<file path="config.mk">
export PLATFORM = sky130hd
export DESIGN_NAME = hcfb_top
export DESIGN_NICKNAME = d
export VERILOG_FILES = /design/src/rtl/hcfb_pkg.sv /design/src/rtl/hcfb_swap_if.sv /design/src/rtl/hcfb_swap.sv /design/src/rtl/hcfb_top.sv
export SDC_FILE = /design/constraint.sdc
export NUM_CORES = 1
export LEC_CHECK = 0
export ABC_AREA = 1
export BUFFER_PORTS_ARGS = -buffer_cell sky130_fd_sc_hd__buf_4
export CORE_MARGIN = 5
export CORE_UTILIZATION = 43
export CTS_BUF_LIST = sky130_fd_sc_hd__clkbuf_4 sky130_fd_sc_hd__clkbuf_8
export DETAILED_ROUTE_END_ITERATION = 10
export GPL_ROUTABILITY_DRIVEN = 1
export PLACE_DENSITY = 0.83
export SETUP_SLACK_MARGIN = 0.05
export SYNTH_ARGS = -nofsm -noshare
export SYNTH_HDL_FRONTEND = slang
export SYNTH_SLANG_ARGS = --single-unit
</file>
<file path="constraint.sdc">
create_clock -name clk_i -period 1.35 [get_ports clk_i]
set_input_delay 0.0675 -clock clk_i [delete_from_list [all_inputs] [get_ports clk_i]]
set_output_delay 0.0675 -clock clk_i [all_outputs]
set_load 0.05 [all_outputs]
</file>
<file path="src/rtl/hcfb_pkg.sv">
/*
 * Shared constants for the host control flag register and byte-order steering.
 * Assumes a 32-bit classic Wishbone register bus with word addressing by byte address.
 */
package hcfb_pkg;
    // Register byte offsets
    localparam logic [7:0] HCFB_SET_OFS = 8'h50;
    localparam logic [7:0] HCFB_CLR_OFS = 8'h54;
    localparam logic [7:0] HCFB_STAT_OFS = 8'h58;
    // Flag bit positions
    localparam int HCFB_BIG_END_BIT = 30;
    localparam int HCFB_PERMIT_BIT = 23;
    localparam int HCFB_ENH_BIT = 22;
    localparam int HCFB_LPS_BIT = 19;
    localparam int HCFB_POST_BIT = 18;
    localparam int HCFB_ATTACH_BIT = 17;
    localparam int HCFB_SRST_BIT = 16;
    // Transaction codes
    localparam logic [3:0] HCFB_TC_QWR = 4'h0;
    localparam logic [3:0] HCFB_TC_BWR = 4'h1;
    localparam logic [3:0] HCFB_TC_QRSP = 4'h6;
    localparam logic [3:0] HCFB_TC_BRSP = 4'h7;
    localparam logic [3:0] HCFB_TC_STRM = 4'hA;
    localparam logic [3:0] HCFB_TC_LKREQ = 4'h9;
    localparam logic [3:0] HCFB_TC_LKRSP = 4'hB;
    localparam logic [3:0] HCFB_TC_PHY = 4'hE;
    // Soft reset duration
    localparam int HCFB_SRST_NS = 256;
    localparam int HCFB_CLK_NS = 8;
    localparam int HCFB_SRST_CYC = HCFB_SRST_NS / HCFB_CLK_NS;
    localparam logic [31:0] HCFB_ERR_DATA = 32'h0000_0000;
endpackage

</file>
<file path="src/rtl/hcfb_swap_if.sv">
/*
 * Carrier between the flag register and the byte-order steering unit.
 * Assumes both ends share clk_i.
 */
`timescale 1ns/1ps
interface hcfb_swap_if;
    logic big_endian;
    logic [3:0] tcode;
    logic is_header;
    logic is_cycle_time;
    logic [31:0] din;
    logic [31:0] dout;
    modport ctrl (output big_endian, tcode, is_header, is_cycle_time, din, input dout);
    modport swap (input big_endian, tcode, is_header, is_cycle_time, din, output dout);
endinterface

</file>
<file path="src/rtl/hcfb_swap.sv">
/*
 * Byte-order steering of one quadlet of packet data.
 * Assumes the caller marks header quadlets and the internal cycle time value.
 */
`timescale 1ns/1ps
module hcfb_swap (
    // Steering carrier
    hcfb_swap_if.swap sw
);
    import hcfb_pkg::*;

    // Tcodes whose data quadlets follow the byte order selection
    function automatic logic hcfb_swappable(input logic [3:0] tc);
        hcfb_swappable = (tc == HCFB_TC_BWR) || (tc == HCFB_TC_BRSP) ||
            (tc == HCFB_TC_LKREQ) || (tc == HCFB_TC_STRM) ||
            (tc == HCFB_TC_LKRSP) || (tc == HCFB_TC_QWR) ||
            (tc == HCFB_TC_QRSP);
    endfunction

    // Reverse bytes only for little-endian swappable data
    always_comb begin
        if (!sw.is_header && !sw.is_cycle_time && !sw.big_endian &&
                sw.tcode != HCFB_TC_PHY && hcfb_swappable(sw.tcode)) begin
            sw.dout = {sw.din[7:0], sw.din[15:8], sw.din[23:16], sw.din[31:24]};
        end else begin
            sw.dout = sw.din;
        end
    end
endmodule

</file>
<file path="src/rtl/hcfb_top.sv">
/*
 * Host control flag register with set and clear ports, soft reset sequencing
 * and byte-order steering of packet data quadlets.
 * Assumes a classic Wishbone master and a synchronous, active high reset.
 */
// Contract
// Set and clear ports read flags; ones set or clear, zeros keep.
// Software sets enhancement only with permit high and attachment off.
// Enhancement flag one enables all enhancements; zero enables none.
// Enhancement flag hardware-resets to the implementation's default.
// Soft and bus resets leave the enhancement flag unchanged.
// Link power flag one permits link-to-PHY communication and requests.
// Link power off blocks PHY communication; other registers undefined.
// Link power flag resets to zero; writes only set it.
// Software never clears the link power flag.
// Posting flag one posts physical writes; zero answers ack pending.
// Software changes posting flag only while detached.
// Software sets attachment then forces a bus reset.
// Attachment off ignores PHY packets and makes no bus requests.
// Attachment flag resets to zero; software clear has no effect.
// Software sets attachment only after ROM mapping is valid.
// Soft reset restores controller registers and flushes all FIFOs.
// Soft reset flag reads one during any reset, zero otherwise.
// Header quadlets are never swapped.
// Selection clear sends data little endian; set sends big endian.
// Selection covers block data of tcodes 1, 7, 9, A and B.
// Selection covers quadlet write request and quadlet read response data.
// The cycle time value is never swapped.
// PHY packet data is never swapped.
`timescale 1ns/1ps
module hcfb_top #(
    parameter logic ENH_DEFAULT = 1'b0,
    parameter logic PERMIT_DEFAULT = 1'b1,
    parameter int SRST_CYCLES = hcfb_pkg::HCFB_SRST_CYC
) (
    // Clock and reset
    input wire logic clk_i,
    input wire logic rst_i,
    // Wishbone slave
    input wire logic wb_cyc_i,
    input wire logic wb_stb_i,
    input wire logic wb_we_i,
    input wire logic [7:0] wb_adr_i,
    input wire logic [3:0] wb_sel_i,
    input wire logic [31:0] wb_dat_i,
    output logic [31:0] wb_dat_o,
    output logic wb_ack_o,
    output logic wb_err_o,
    // Link events
    input wire logic bus_reset_i,
    // Data path
    input wire logic [3:0] pkt_tcode_i,
    input wire logic pkt_header_i,
    input wire logic pkt_cycle_time_i,
    input wire logic [31:0] pkt_data_i,
    output logic [31:0] pkt_data_o,
    // Controller steering
    output logic phy_enhance_o,
    output logic phy_comm_on_o,
    output logic bus_attached_o,
    output logic write_posted_o,
    output logic fifo_flush_o,
    output logic controller_reset_o
);
    import hcfb_pkg::*;

    typedef enum logic [1:0] {HCFB_IDLE, HCFB_ACK} hcfb_bus_t;

    hcfb_bus_t bus_ff;
    logic enh_ff;
    logic permit_ff;
    logic lps_ff;
    logic post_ff;
    logic attach_ff;
    logic big_end_ff;
    logic [15:0] srst_cnt_ff;
    logic srst_busy_ff;
    logic [31:0] nxt_dat;
    logic wr_set;
    logic wr_clr;
    logic [31:0] wmask;
    logic [31:0] flags;
    logic soft_start;
    logic any_reset;
    hcfb_swap_if swp();

    // Byte lane mask from select lines
    always_comb begin
        wmask = {{8{wb_sel_i[3]}}, {8{wb_sel_i[2]}}, {8{wb_sel_i[1]}}, {8{wb_sel_i[0]}}};
    end

    // Address decode
    always_comb begin
        wr_set = 1'b0;
        wr_clr = 1'b0;
        if (bus_ff == HCFB_IDLE && wb_cyc_i && wb_stb_i && wb_we_i) begin
            if (wb_adr_i == HCFB_SET_OFS) begin
                wr_set = 1'b1;
            end else if (wb_adr_i == HCFB_CLR_OFS) begin
                wr_clr = 1'b1;
            end
        end
    end

    // Soft reset request and global reset condition
    assign soft_start = wr_set && wmask[HCFB_SRST_BIT] && wb_dat_i[HCFB_SRST_BIT];
    assign any_reset = rst_i || srst_busy_ff;

    // Flag image seen on reads
    always_comb begin
        flags = 32'h0000_0000;
        flags[HCFB_BIG_END_BIT] = big_end_ff;
        flags[HCFB_PERMIT_BIT] = permit_ff;
        flags[HCFB_ENH_BIT] = enh_ff;
        flags[HCFB_LPS_BIT] = lps_ff;
        flags[HCFB_POST_BIT] = post_ff;
        flags[HCFB_ATTACH_BIT] = attach_ff;
        flags[HCFB_SRST_BIT] = srst_busy_ff;
    end

    // Soft reset sequencer: busy while counting, also during hard reset
    always_ff @(posedge clk_i) begin
        if (rst_i) begin
            srst_busy_ff <= 1'b1;
            srst_cnt_ff <= 16'h0000;
        end else if (soft_start) begin
            srst_busy_ff <= 1'b1;
            srst_cnt_ff <= 16'(SRST_CYCLES);
        end else if (srst_cnt_ff != 16'h0000) begin
            srst_cnt_ff <= srst_cnt_ff - 16'h0001;
        end else begin
            srst_busy_ff <= 1'b0;
        end
    end

    // Enhancement flag: hardware reset only, kept over soft and bus reset
    always_ff @(posedge clk_i) begin
        if (rst_i) begin
            enh_ff <= ENH_DEFAULT;
        end else if (wr_set && wmask[HCFB_ENH_BIT] && wb_dat_i[HCFB_ENH_BIT]) begin
            enh_ff <= 1'b1;
        end else if (wr_clr && wmask[HCFB_ENH_BIT] && wb_dat_i[HCFB_ENH_BIT]) begin
            enh_ff <= 1'b0;
        end
    end

    // Permission flag: read and clear only, kept over soft reset
    always_ff @(posedge clk_i) begin
        if (rst_i) begin
            permit_ff <= PERMIT_DEFAULT;
        end else if (wr_clr && wmask[HCFB_PERMIT_BIT] && wb_dat_i[HCFB_PERMIT_BIT]) begin
            permit_ff <= 1'b0;
        end
    end

    // Link power flag: set only by writes
    always_ff @(posedge clk_i) begin
        if (any_reset) begin
            lps_ff <= 1'b0;
        end else if (wr_set && wmask[HCFB_LPS_BIT] && wb_dat_i[HCFB_LPS_BIT]) begin
            lps_ff <= 1'b1;
        end
    end

    // Bus attachment flag: set only by writes, clear port ignored
    always_ff @(posedge clk_i) begin
        if (any_reset) begin
            attach_ff <= 1'b0;
        end else if (wr_set && wmask[HCFB_ATTACH_BIT] && wb_dat_i[HCFB_ATTACH_BIT]) begin
            attach_ff <= 1'b1;
        end
    end

    // Posting and byte-order flags, set/clear, cleared by hard and soft reset
    always_ff @(posedge clk_i) begin
        if (any_reset) begin
            post_ff <= 1'b0;
            big_end_ff <= 1'b0;
        end else begin
            if (wr_set && wmask[HCFB_POST_BIT] && wb_dat_i[HCFB_POST_BIT]) begin
                post_ff <= 1'b1;
            end else if (wr_clr && wmask[HCFB_POST_BIT] && wb_dat_i[HCFB_POST_BIT]) begin
                post_ff <= 1'b0;
            end
            if (wr_set && wmask[HCFB_BIG_END_BIT] && wb_dat_i[HCFB_BIG_END_BIT]) begin
                big_end_ff <= 1'b1;
            end else if (wr_clr && wmask[HCFB_BIG_END_BIT] && wb_dat_i[HCFB_BIG_END_BIT]) begin
                big_end_ff <= 1'b0;
            end
        end
    end

    // Read data and error selection
    always_comb begin
        nxt_dat = HCFB_ERR_DATA;
        if (wb_adr_i == HCFB_SET_OFS) begin
            nxt_dat = flags;
        end else if (wb_adr_i == HCFB_CLR_OFS) begin
            nxt_dat = flags;
        end else if (wb_adr_i == HCFB_STAT_OFS) begin
            nxt_dat = {28'h000_0000, bus_attached_o, phy_comm_on_o, write_posted_o,
                phy_enhance_o};
        end
    end

    // Decodes whether an access has a register behind it
    function automatic logic hcfb_mapped(input logic [7:0] adr, input logic we);
        hcfb_mapped = (adr == HCFB_SET_OFS) || (adr == HCFB_CLR_OFS) ||
            (adr == HCFB_STAT_OFS && !we);
    endfunction

    // Handshake state: marks the one cycle in which the answer stands
    always_ff @(posedge clk_i) begin
        if (rst_i) begin
            bus_ff <= HCFB_IDLE;
        end else if (bus_ff == HCFB_IDLE && wb_cyc_i && wb_stb_i) begin
            bus_ff <= HCFB_ACK;
        end else begin
            bus_ff <= HCFB_IDLE;
        end
    end

    // Acknowledge mapped accesses, error on unmapped ones and status writes
    always_ff @(posedge clk_i) begin
        if (rst_i) begin
            wb_ack_o <= 1'b0;
            wb_err_o <= 1'b0;
        end else if (bus_ff == HCFB_IDLE && wb_cyc_i && wb_stb_i) begin
            wb_ack_o <= hcfb_mapped(wb_adr_i, wb_we_i);
            wb_err_o <= !hcfb_mapped(wb_adr_i, wb_we_i);
        end else begin
            wb_ack_o <= 1'b0;
            wb_err_o <= 1'b0;
        end
    end

    // Read data captured with the request; writes return zero
    always_ff @(posedge clk_i) begin
        if (rst_i) begin
            wb_dat_o <= 32'h0000_0000;
        end else if (bus_ff == HCFB_IDLE && wb_cyc_i && wb_stb_i) begin
            wb_dat_o <= wb_we_i ? 32'h0000_0000 : nxt_dat;
        end
    end

    // Enhancement enable toward the PHY-link logic
    always_ff @(posedge clk_i) begin
        if (rst_i) begin
            phy_enhance_o <= 1'b0;
        end else begin
            phy_enhance_o <= enh_ff;
        end
    end

    // Link-to-PHY communication permit
    always_ff @(posedge clk_i) begin
        if (rst_i) begin
            phy_comm_on_o <= 1'b0;
        end else begin
            phy_comm_on_o <= lps_ff;
        end
    end

    // Bus attachment, dropped while a bus reset is in progress
    always_ff @(posedge clk_i) begin
        if (rst_i) begin
            bus_attached_o <= 1'b0;
        end else begin
            bus_attached_o <= attach_ff && !bus_reset_i;
        end
    end

    // Posted physical writes; low means answer with ack pending
    always_ff @(posedge clk_i) begin
        if (rst_i) begin
            write_posted_o <= 1'b0;
        end else begin
            write_posted_o <= post_ff;
        end
    end

    // FIFO flush, raised already in the cycle after the soft reset request
    always_ff @(posedge clk_i) begin
        if (rst_i) begin
            fifo_flush_o <= 1'b1;
        end else begin
            fifo_flush_o <= srst_busy_ff || soft_start;
        end
    end

    // Controller state reset, same span as the flush
    always_ff @(posedge clk_i) begin
        if (rst_i) begin
            controller_reset_o <= 1'b1;
        end else begin
            controller_reset_o <= srst_busy_ff || soft_start;
        end
    end

    // Data path steering
    assign swp.big_endian = big_end_ff;
    assign swp.tcode = pkt_tcode_i;
    assign swp.is_header = pkt_header_i;
    assign swp.is_cycle_time = pkt_cycle_time_i;
    assign swp.din = pkt_data_i;

    hcfb_swap u_swap (
        .sw(swp)
    );

    // Registered steered quadlet
    always_ff @(posedge clk_i) begin
        if (rst_i) begin
            pkt_data_o <= 32'h0000_0000;
        end else begin
            pkt_data_o <= swp.dout;
        end
    end
endmodule

</file>
; Word-level counts from Yosys, hierarchy flattened
; Index checks and enable logic that the tools add are counted.
[classes]
n_addsub = 1
n_div = 0
bitwise = 1
n_reduce_logical = 48
shift = 0
n_mux = 19
n_mul = 0
magnitude_cmp = 0
eq_ne = 10
[op_table]
columns = operator, n
row1 = $mux W32, 2
row2 = $mux W31, 2
row3 = $eq A8 B7 Y1 const B, 3
row4 = $logic_and A1 B1 Y1, 23
row5 = $reduce_bool A16 Y1, 1
row6 = $sub A16 B1 Y16 const B, 1
row7 = $eq A4 B4 Y1 const B, 3
row8 = $mux W1, 12
row9 = $mux W6, 2
row10 = $logic_or A1 B1 Y1, 10
row11 = $eq A4 B3 Y1 const B, 2
row12 = $reduce_bool A2 Y1, 4
row13 = $logic_not A1 Y1, 6
row14 = $eq A4 B1 Y1 const B, 1
row15 = $logic_not A4 Y1, 1
row16 = $mux W4, 1
row17 = $ne A4 B4 Y1 const B, 1
row18 = $reduce_or A2 Y1, 2
row19 = $logic_not A2 Y1, 1
row20 = $not A1 Y1, 1
[word_totals]
memories = 0
latch_bits = 0
ff_bits = 96
ramBits = 0
output_inout_bits = 72
elab_cells = 98
in_bits = 88
rom_bits = 0

; Depth between registers and ports, before layout
[depth]
word_depth = 9
depth_mapped = 9
ltp_nobuf = 9

; Hierarchy
; Synthesis repeated with hierarchy kept, for this count alone.
[hier_totals]
cells_unflattened = 507
hier_area_um2 = 3579.7
[modules_own_cells]
columns = module, cells_per_inst, area_each_um2, seq_area_each_um2, n_inst
row1 = hcfb_top, 387, 3019.1, 1481.4, 1
row2 = hcfb_swap, 120, 560.5, 0.0, 1

; Worst setup path before layout
; No wires, ideal clock.
[synth_timing]
kind = register to register
startpoint = register bus_ff[0]
endpoint = register srst_cnt_ff[10]
path_slack_ps = 57
arrival_ps = 1181
path_stages_with_launch = 8
cell_sequence = dfxtp_1 inv_1 nand3_1 nor2_2 nand4_1 nand2_2 buf_6 nor2_1
[synth_between]
elab_chain_cells = 8
[synth_lines]
columns = element, line
row1 = from (decl), hcfb_top.sv:69  ; hcfb_bus_t bus_ff;
row2 = from (signal assigned), hcfb_top.sv:215  ; bus_ff <= HCFB_IDLE;
row3 = from (signal assigned), hcfb_top.sv:217  ; bus_ff <= HCFB_ACK;
row4 = from (signal assigned), hcfb_top.sv:219  ; bus_ff <= HCFB_IDLE;
row5 = $logic_not A2 Y1, hcfb_top.sv:96  ; if (bus_ff == HCFB_IDLE && wb_cyc_i && wb_stb_i && wb_we_i) begin
row6 = $logic_and A1 B1 Y1 (3 in series), hcfb_top.sv:96
row7 = $mux W1, hcfb_top.sv:96
row8 = $logic_and A1 B1 Y1 (2 in series), hcfb_top.sv:106  ; assign soft_start = wr_set && wmask[HCFB_SRST_BIT] && wb_dat_i[HCFB_SRST_BIT];
row9 = $reduce_or A2 Y1 (no line), -
row10 = to (signal assigned), hcfb_top.sv:128  ; srst_cnt_ff <= 16'(SRST_CYCLES);
row11 = to (signal assigned), hcfb_top.sv:130  ; srst_cnt_ff <= srst_cnt_ff - 16'h0001;
row12 = to (decl), hcfb_top.sv:76  ; logic [15:0] srst_cnt_ff;
; Every way passes these cells.
; A chain may end at the register's enable or synchronous reset.

; Final worst setup path
[layout_timing]
startpoint = register big_end_ff
endpoint = register pkt_data_o[25]
[layout_between]
elab_chain_cells = 5
[layout_lines]
columns = element, line
row1 = from (decl), hcfb_top.sv:75  ; logic big_end_ff;
row2 = from (signal assigned), hcfb_top.sv:178  ; big_end_ff <= 1'b0;
row3 = from (signal assigned), hcfb_top.sv:186  ; big_end_ff <= 1'b1;
row4 = from (signal assigned), hcfb_top.sv:188  ; big_end_ff <= 1'b0;
row5 = $logic_not A1 Y1, hcfb_swap.sv:22  ; if (!sw.is_header && !sw.is_cycle_time && !sw.big_endian &&
row6 = $logic_and A1 B1 Y1 (2 in series), hcfb_swap.sv:22
row7 = $logic_and A1 B1 Y1, hcfb_swap.sv:23  ; sw.tcode != HCFB_TC_PHY && hcfb_swappable(sw.tcode)) begin
row8 = $mux W32, hcfb_swap.sv:22
row9 = to (signal assigned), hcfb_top.sv:316  ; pkt_data_o <= swp.dout;
row10 = to (decl), hcfb_top.sv:56  ; output logic [31:0] pkt_data_o,
; Every way passes these cells.

==> flow_summary.ini <==
[status]
status = finished, violations left
violations = hold timing

[cells_and_area]
drive_above_1_share = 0.315
area_growth_pct = 49.1
diodes = 0
multi_input_area_sq_um = 1650
finalInstanceArea_sq_um = 4970
nFillCells = 591
register_area_sq_um = 1480
final_cells = 714
nets = 697

[power]
p_sw_mw = 2.81
peakVddDrop_v = 0.000833
p_clk_frac = 0.238
power_switching_share = 0.388
p_int_mw = 4.44
seqPwrFrac = 0.352
p_leak_nw = 2.35
power_density_nw_per_um2 = 1460
pwr-share-comb = 0.411

[routing]
dr.first_iter.drc_count = 144
final_antenna_net_count = 0
post_drt_wl_per_cell_um = 13.8
drc = 0
vias_per_cell = 4.88
wl_um = 9830
drt-pass1-iter-count = 4
vias = 3483

[worst_setup_path]
r2r-start = big_end_ff
crit_type = flip-flop to flip-flop
crit_fanout = 16
cp.arrival_ps = 1500
reg2regPathDepth = 5
required_ps = 1590
max_stage_delay_ps = 380
crit_path_start_kind = flip-flop
crit_path_end_kind = flip-flop
cp_slowest_cell = dfxtp_1
crit_chain = nor3_4 -> buf_6 -> nand2_4 -> nand2_1 -> a21oi_1
crit_path_start = big_end_ff

[logic_synthesis]
avgSynthCellArea_sq_um = 7.51
ys_warn_count = 0
netlist_area_sq_um = 3330
synth.distinct_cells = 29
ys_ff_latch = 74
yosysSeqAreaShare = 0.444
syn-instance-count = 444

[clock_tree]
tritoncts = done
cts.htree.levels = 3
cts.clk_slew.worst_paths_ps = 80
insertion_delay_ps = 360
numCtsBuffers = 9
clock-root-buffer = clkbuf_8
cts.sinks = 74
clock_path_buffers = 2

[placement]
placedCellCount = 657
place_hpwl_um = 6530
globalplace.congestion = 0.946
io_buffers = 111
dpl_cell_area_sq_um = 4250
place_ws_ps = 13.5

[run]
max-cap-violations = 0

[floorplanning]
start_util = 0.436
dieArea_sq_um = 9610
die_w_um = 98.0
io_pins = 160
rows = 32
die_h_um = 98.0
coreArea_sq_um = 7650

[sta]
setup_slack_ps = 85.1
hold_viol = 1
whs_ps = -0.475
period_minus_slack_ps = 1260
fin_skew_ps = 13.2
setup_viol = 0
rsz0062_at_grt = yes
drv_slew = 0
worst_pin_slew_ps = 585
max_freq_ghz = 0.791
setup_tns_ps = 0
max-slew-margin-rel = 0.608
fin_crit_sh = 0.937

[min_path]
min_path_type = primary input to flip-flop
hp-start = wb_dat_i[17]
hold-path-cell-count = 3

[grt]
grt-ovfl-total = 0
grt_use_total = 0.194
antenna_found_initial = 0
grt_pass1_vias = 3395
grt_pass1_wl_um = 15300
grt_max_degree = 33
## final timing paths
kind                                       end  slack (ps)
worst max-delay path            pkt_data_o[25]          90
worst min-delay path                 attach_ff        -0.5
worst max register to register  pkt_data_o[25]          90
worst min register to register   phy_comm_on_o         460
## synthesized netlist by cell type, drive strengths merged
| cell type | instances | area share |
|---|---|---|
| nand2 | 116 | 0.13 |
| dfxtp | 74 | 0.44 |
| nor2 | 56 | 0.065 |
| a21oi | 48 | 0.084 |
| nand3 | 48 | 0.075 |
| buf | 33 | 0.080 |
| inv | 27 | 0.030 |
| nand4 | 12 | 0.023 |
| clkbuf | 6 | 0.0068 |
| o21ai | 6 | 0.0090 |
| nand3b | 4 | 0.0090 |
| xor2 | 4 | 0.011 |
| xnor2 | 3 | 0.010 |
| ha | 2 | 0.0075 |
| clkinv | 1 | 0.0011 |
| conb | 1 | 0.0011 |
| nor3 | 1 | 0.0049 |
| o21bai | 1 | 0.0023 |
| or2 | 1 | 0.0026 |
## worst max-delay path: cells and delay by family (launching register included)
kind / cells / cell delay, ps
and+or+nand+nor: 3 / 510
buffers and inverters: 1 / 190
AOI/OAI and AO/OA: 1 / 70
DFF: 1 / 380
## sequential cells by signal, indices dropped and copies added (netlist names)
signal	count
pkt_data_o	32
srst_cnt_ff	16
wb_dat_o	11
attach_ff	1
big_end_ff	1
bus_attached_o	1
bus_ff	1
controller_reset_o	1
enh_ff	1
lps_ff	1
permit_ff	1
phy_comm_on_o	1
phy_enhance_o	1
post_ff	1
srst_busy_ff	1
wb_ack_o	1
wb_err_o	1
write_posted_o	1
## power groups by stage
stage	clock [mW]	sequential, mW	combinational [mW]
finish	1.72	2.55	2.98
global route	1.84	2.57	3.30
CTS	1.75	2.53	2.64
detailed placement	0	2.58	2.51
global placement	0	2.57	2.43
floorplan	0	2.82	1.58
## repair_timing
item / 4_1_cts / 5_1_grt
resized for setup: 5 / 29
hold buffers: 35 / 0
endpoints found under the hold margin: 35 / 0
gates cloned: 0 / 1
pin swaps: 0 / 9
setup endpoints to repair: 7 / 57
buffers inserted: 0 / 5
## cell type report
| class | instances | area share |
|---|---|---|
| tap | 102 | 0.0257 |
| clock inverter | 6 | 0.0131 |
| sequential | 74 | 0.298 |
| inverter | 28 | 0.0212 |
| timing repair buffer | 170 | 0.283 |
| multi-input combinational | 324 | 0.333 |
| clock buffer | 10 | 0.0264 |
## placed cells by master, fill, tap and decap left out, drive strengths merged
cell type,synthesis,routed
nand2,116,117
buf,33,135
dfxtp,74,74
ha,2,2
clkinvlp,0,1
xnor2,3,3
bufinv,0,1
o21bai,1,1
clkinv,1,4
o21ai,6,6
or2,1,1
conb,1,21
dlygate4sd3,0,35
clkbuf,6,10
inv,27,28
a21oi,48,48
nand3b,4,4
nor3,1,1
xor2,4,4
nand4,12,12
nor2,56,56
nand3,48,48
## stage by stage
stage,utilization,hold slack [ps],total power [mW]
2_1_floorplan,-,140,4.39
3_3_place_gp,0.555,226,5.00
3_5_place_dp,0.555,233,5.08
4_1_cts,0.629,0.503,6.91
5_1_grt,0.650,2.70,7.71
6_report,0.650,-0.475,7.25
## metal layers
| metal | track usage | vias to the layer above | wire [um] |
|---|---|---|---|
| met5 | 0 | - | 0 |
| li1 | - | 1716 | - |
| met2 | 0.341 | 153 | 5030 |
| met1 | 0.214 | 1577 | 3660 |
| met3 | 0.0529 | 37 | 765 |
| met4 | 0.0990 | 0 | 380 |
## cell families after synthesis
family                     after synthesis  share of synthesized area
and+or+nand+nor                        238                      0.312
DFF                                     74                      0.444
buffers and inverters                   67                      0.118
AOI/OAI and AO/OA                       55                     0.0957
xor gates and xnor gates                 7                     0.0206
adders and majority gates                2                    0.00751
other                                    1                    0.00113
(Power assumes the default switching activity.)
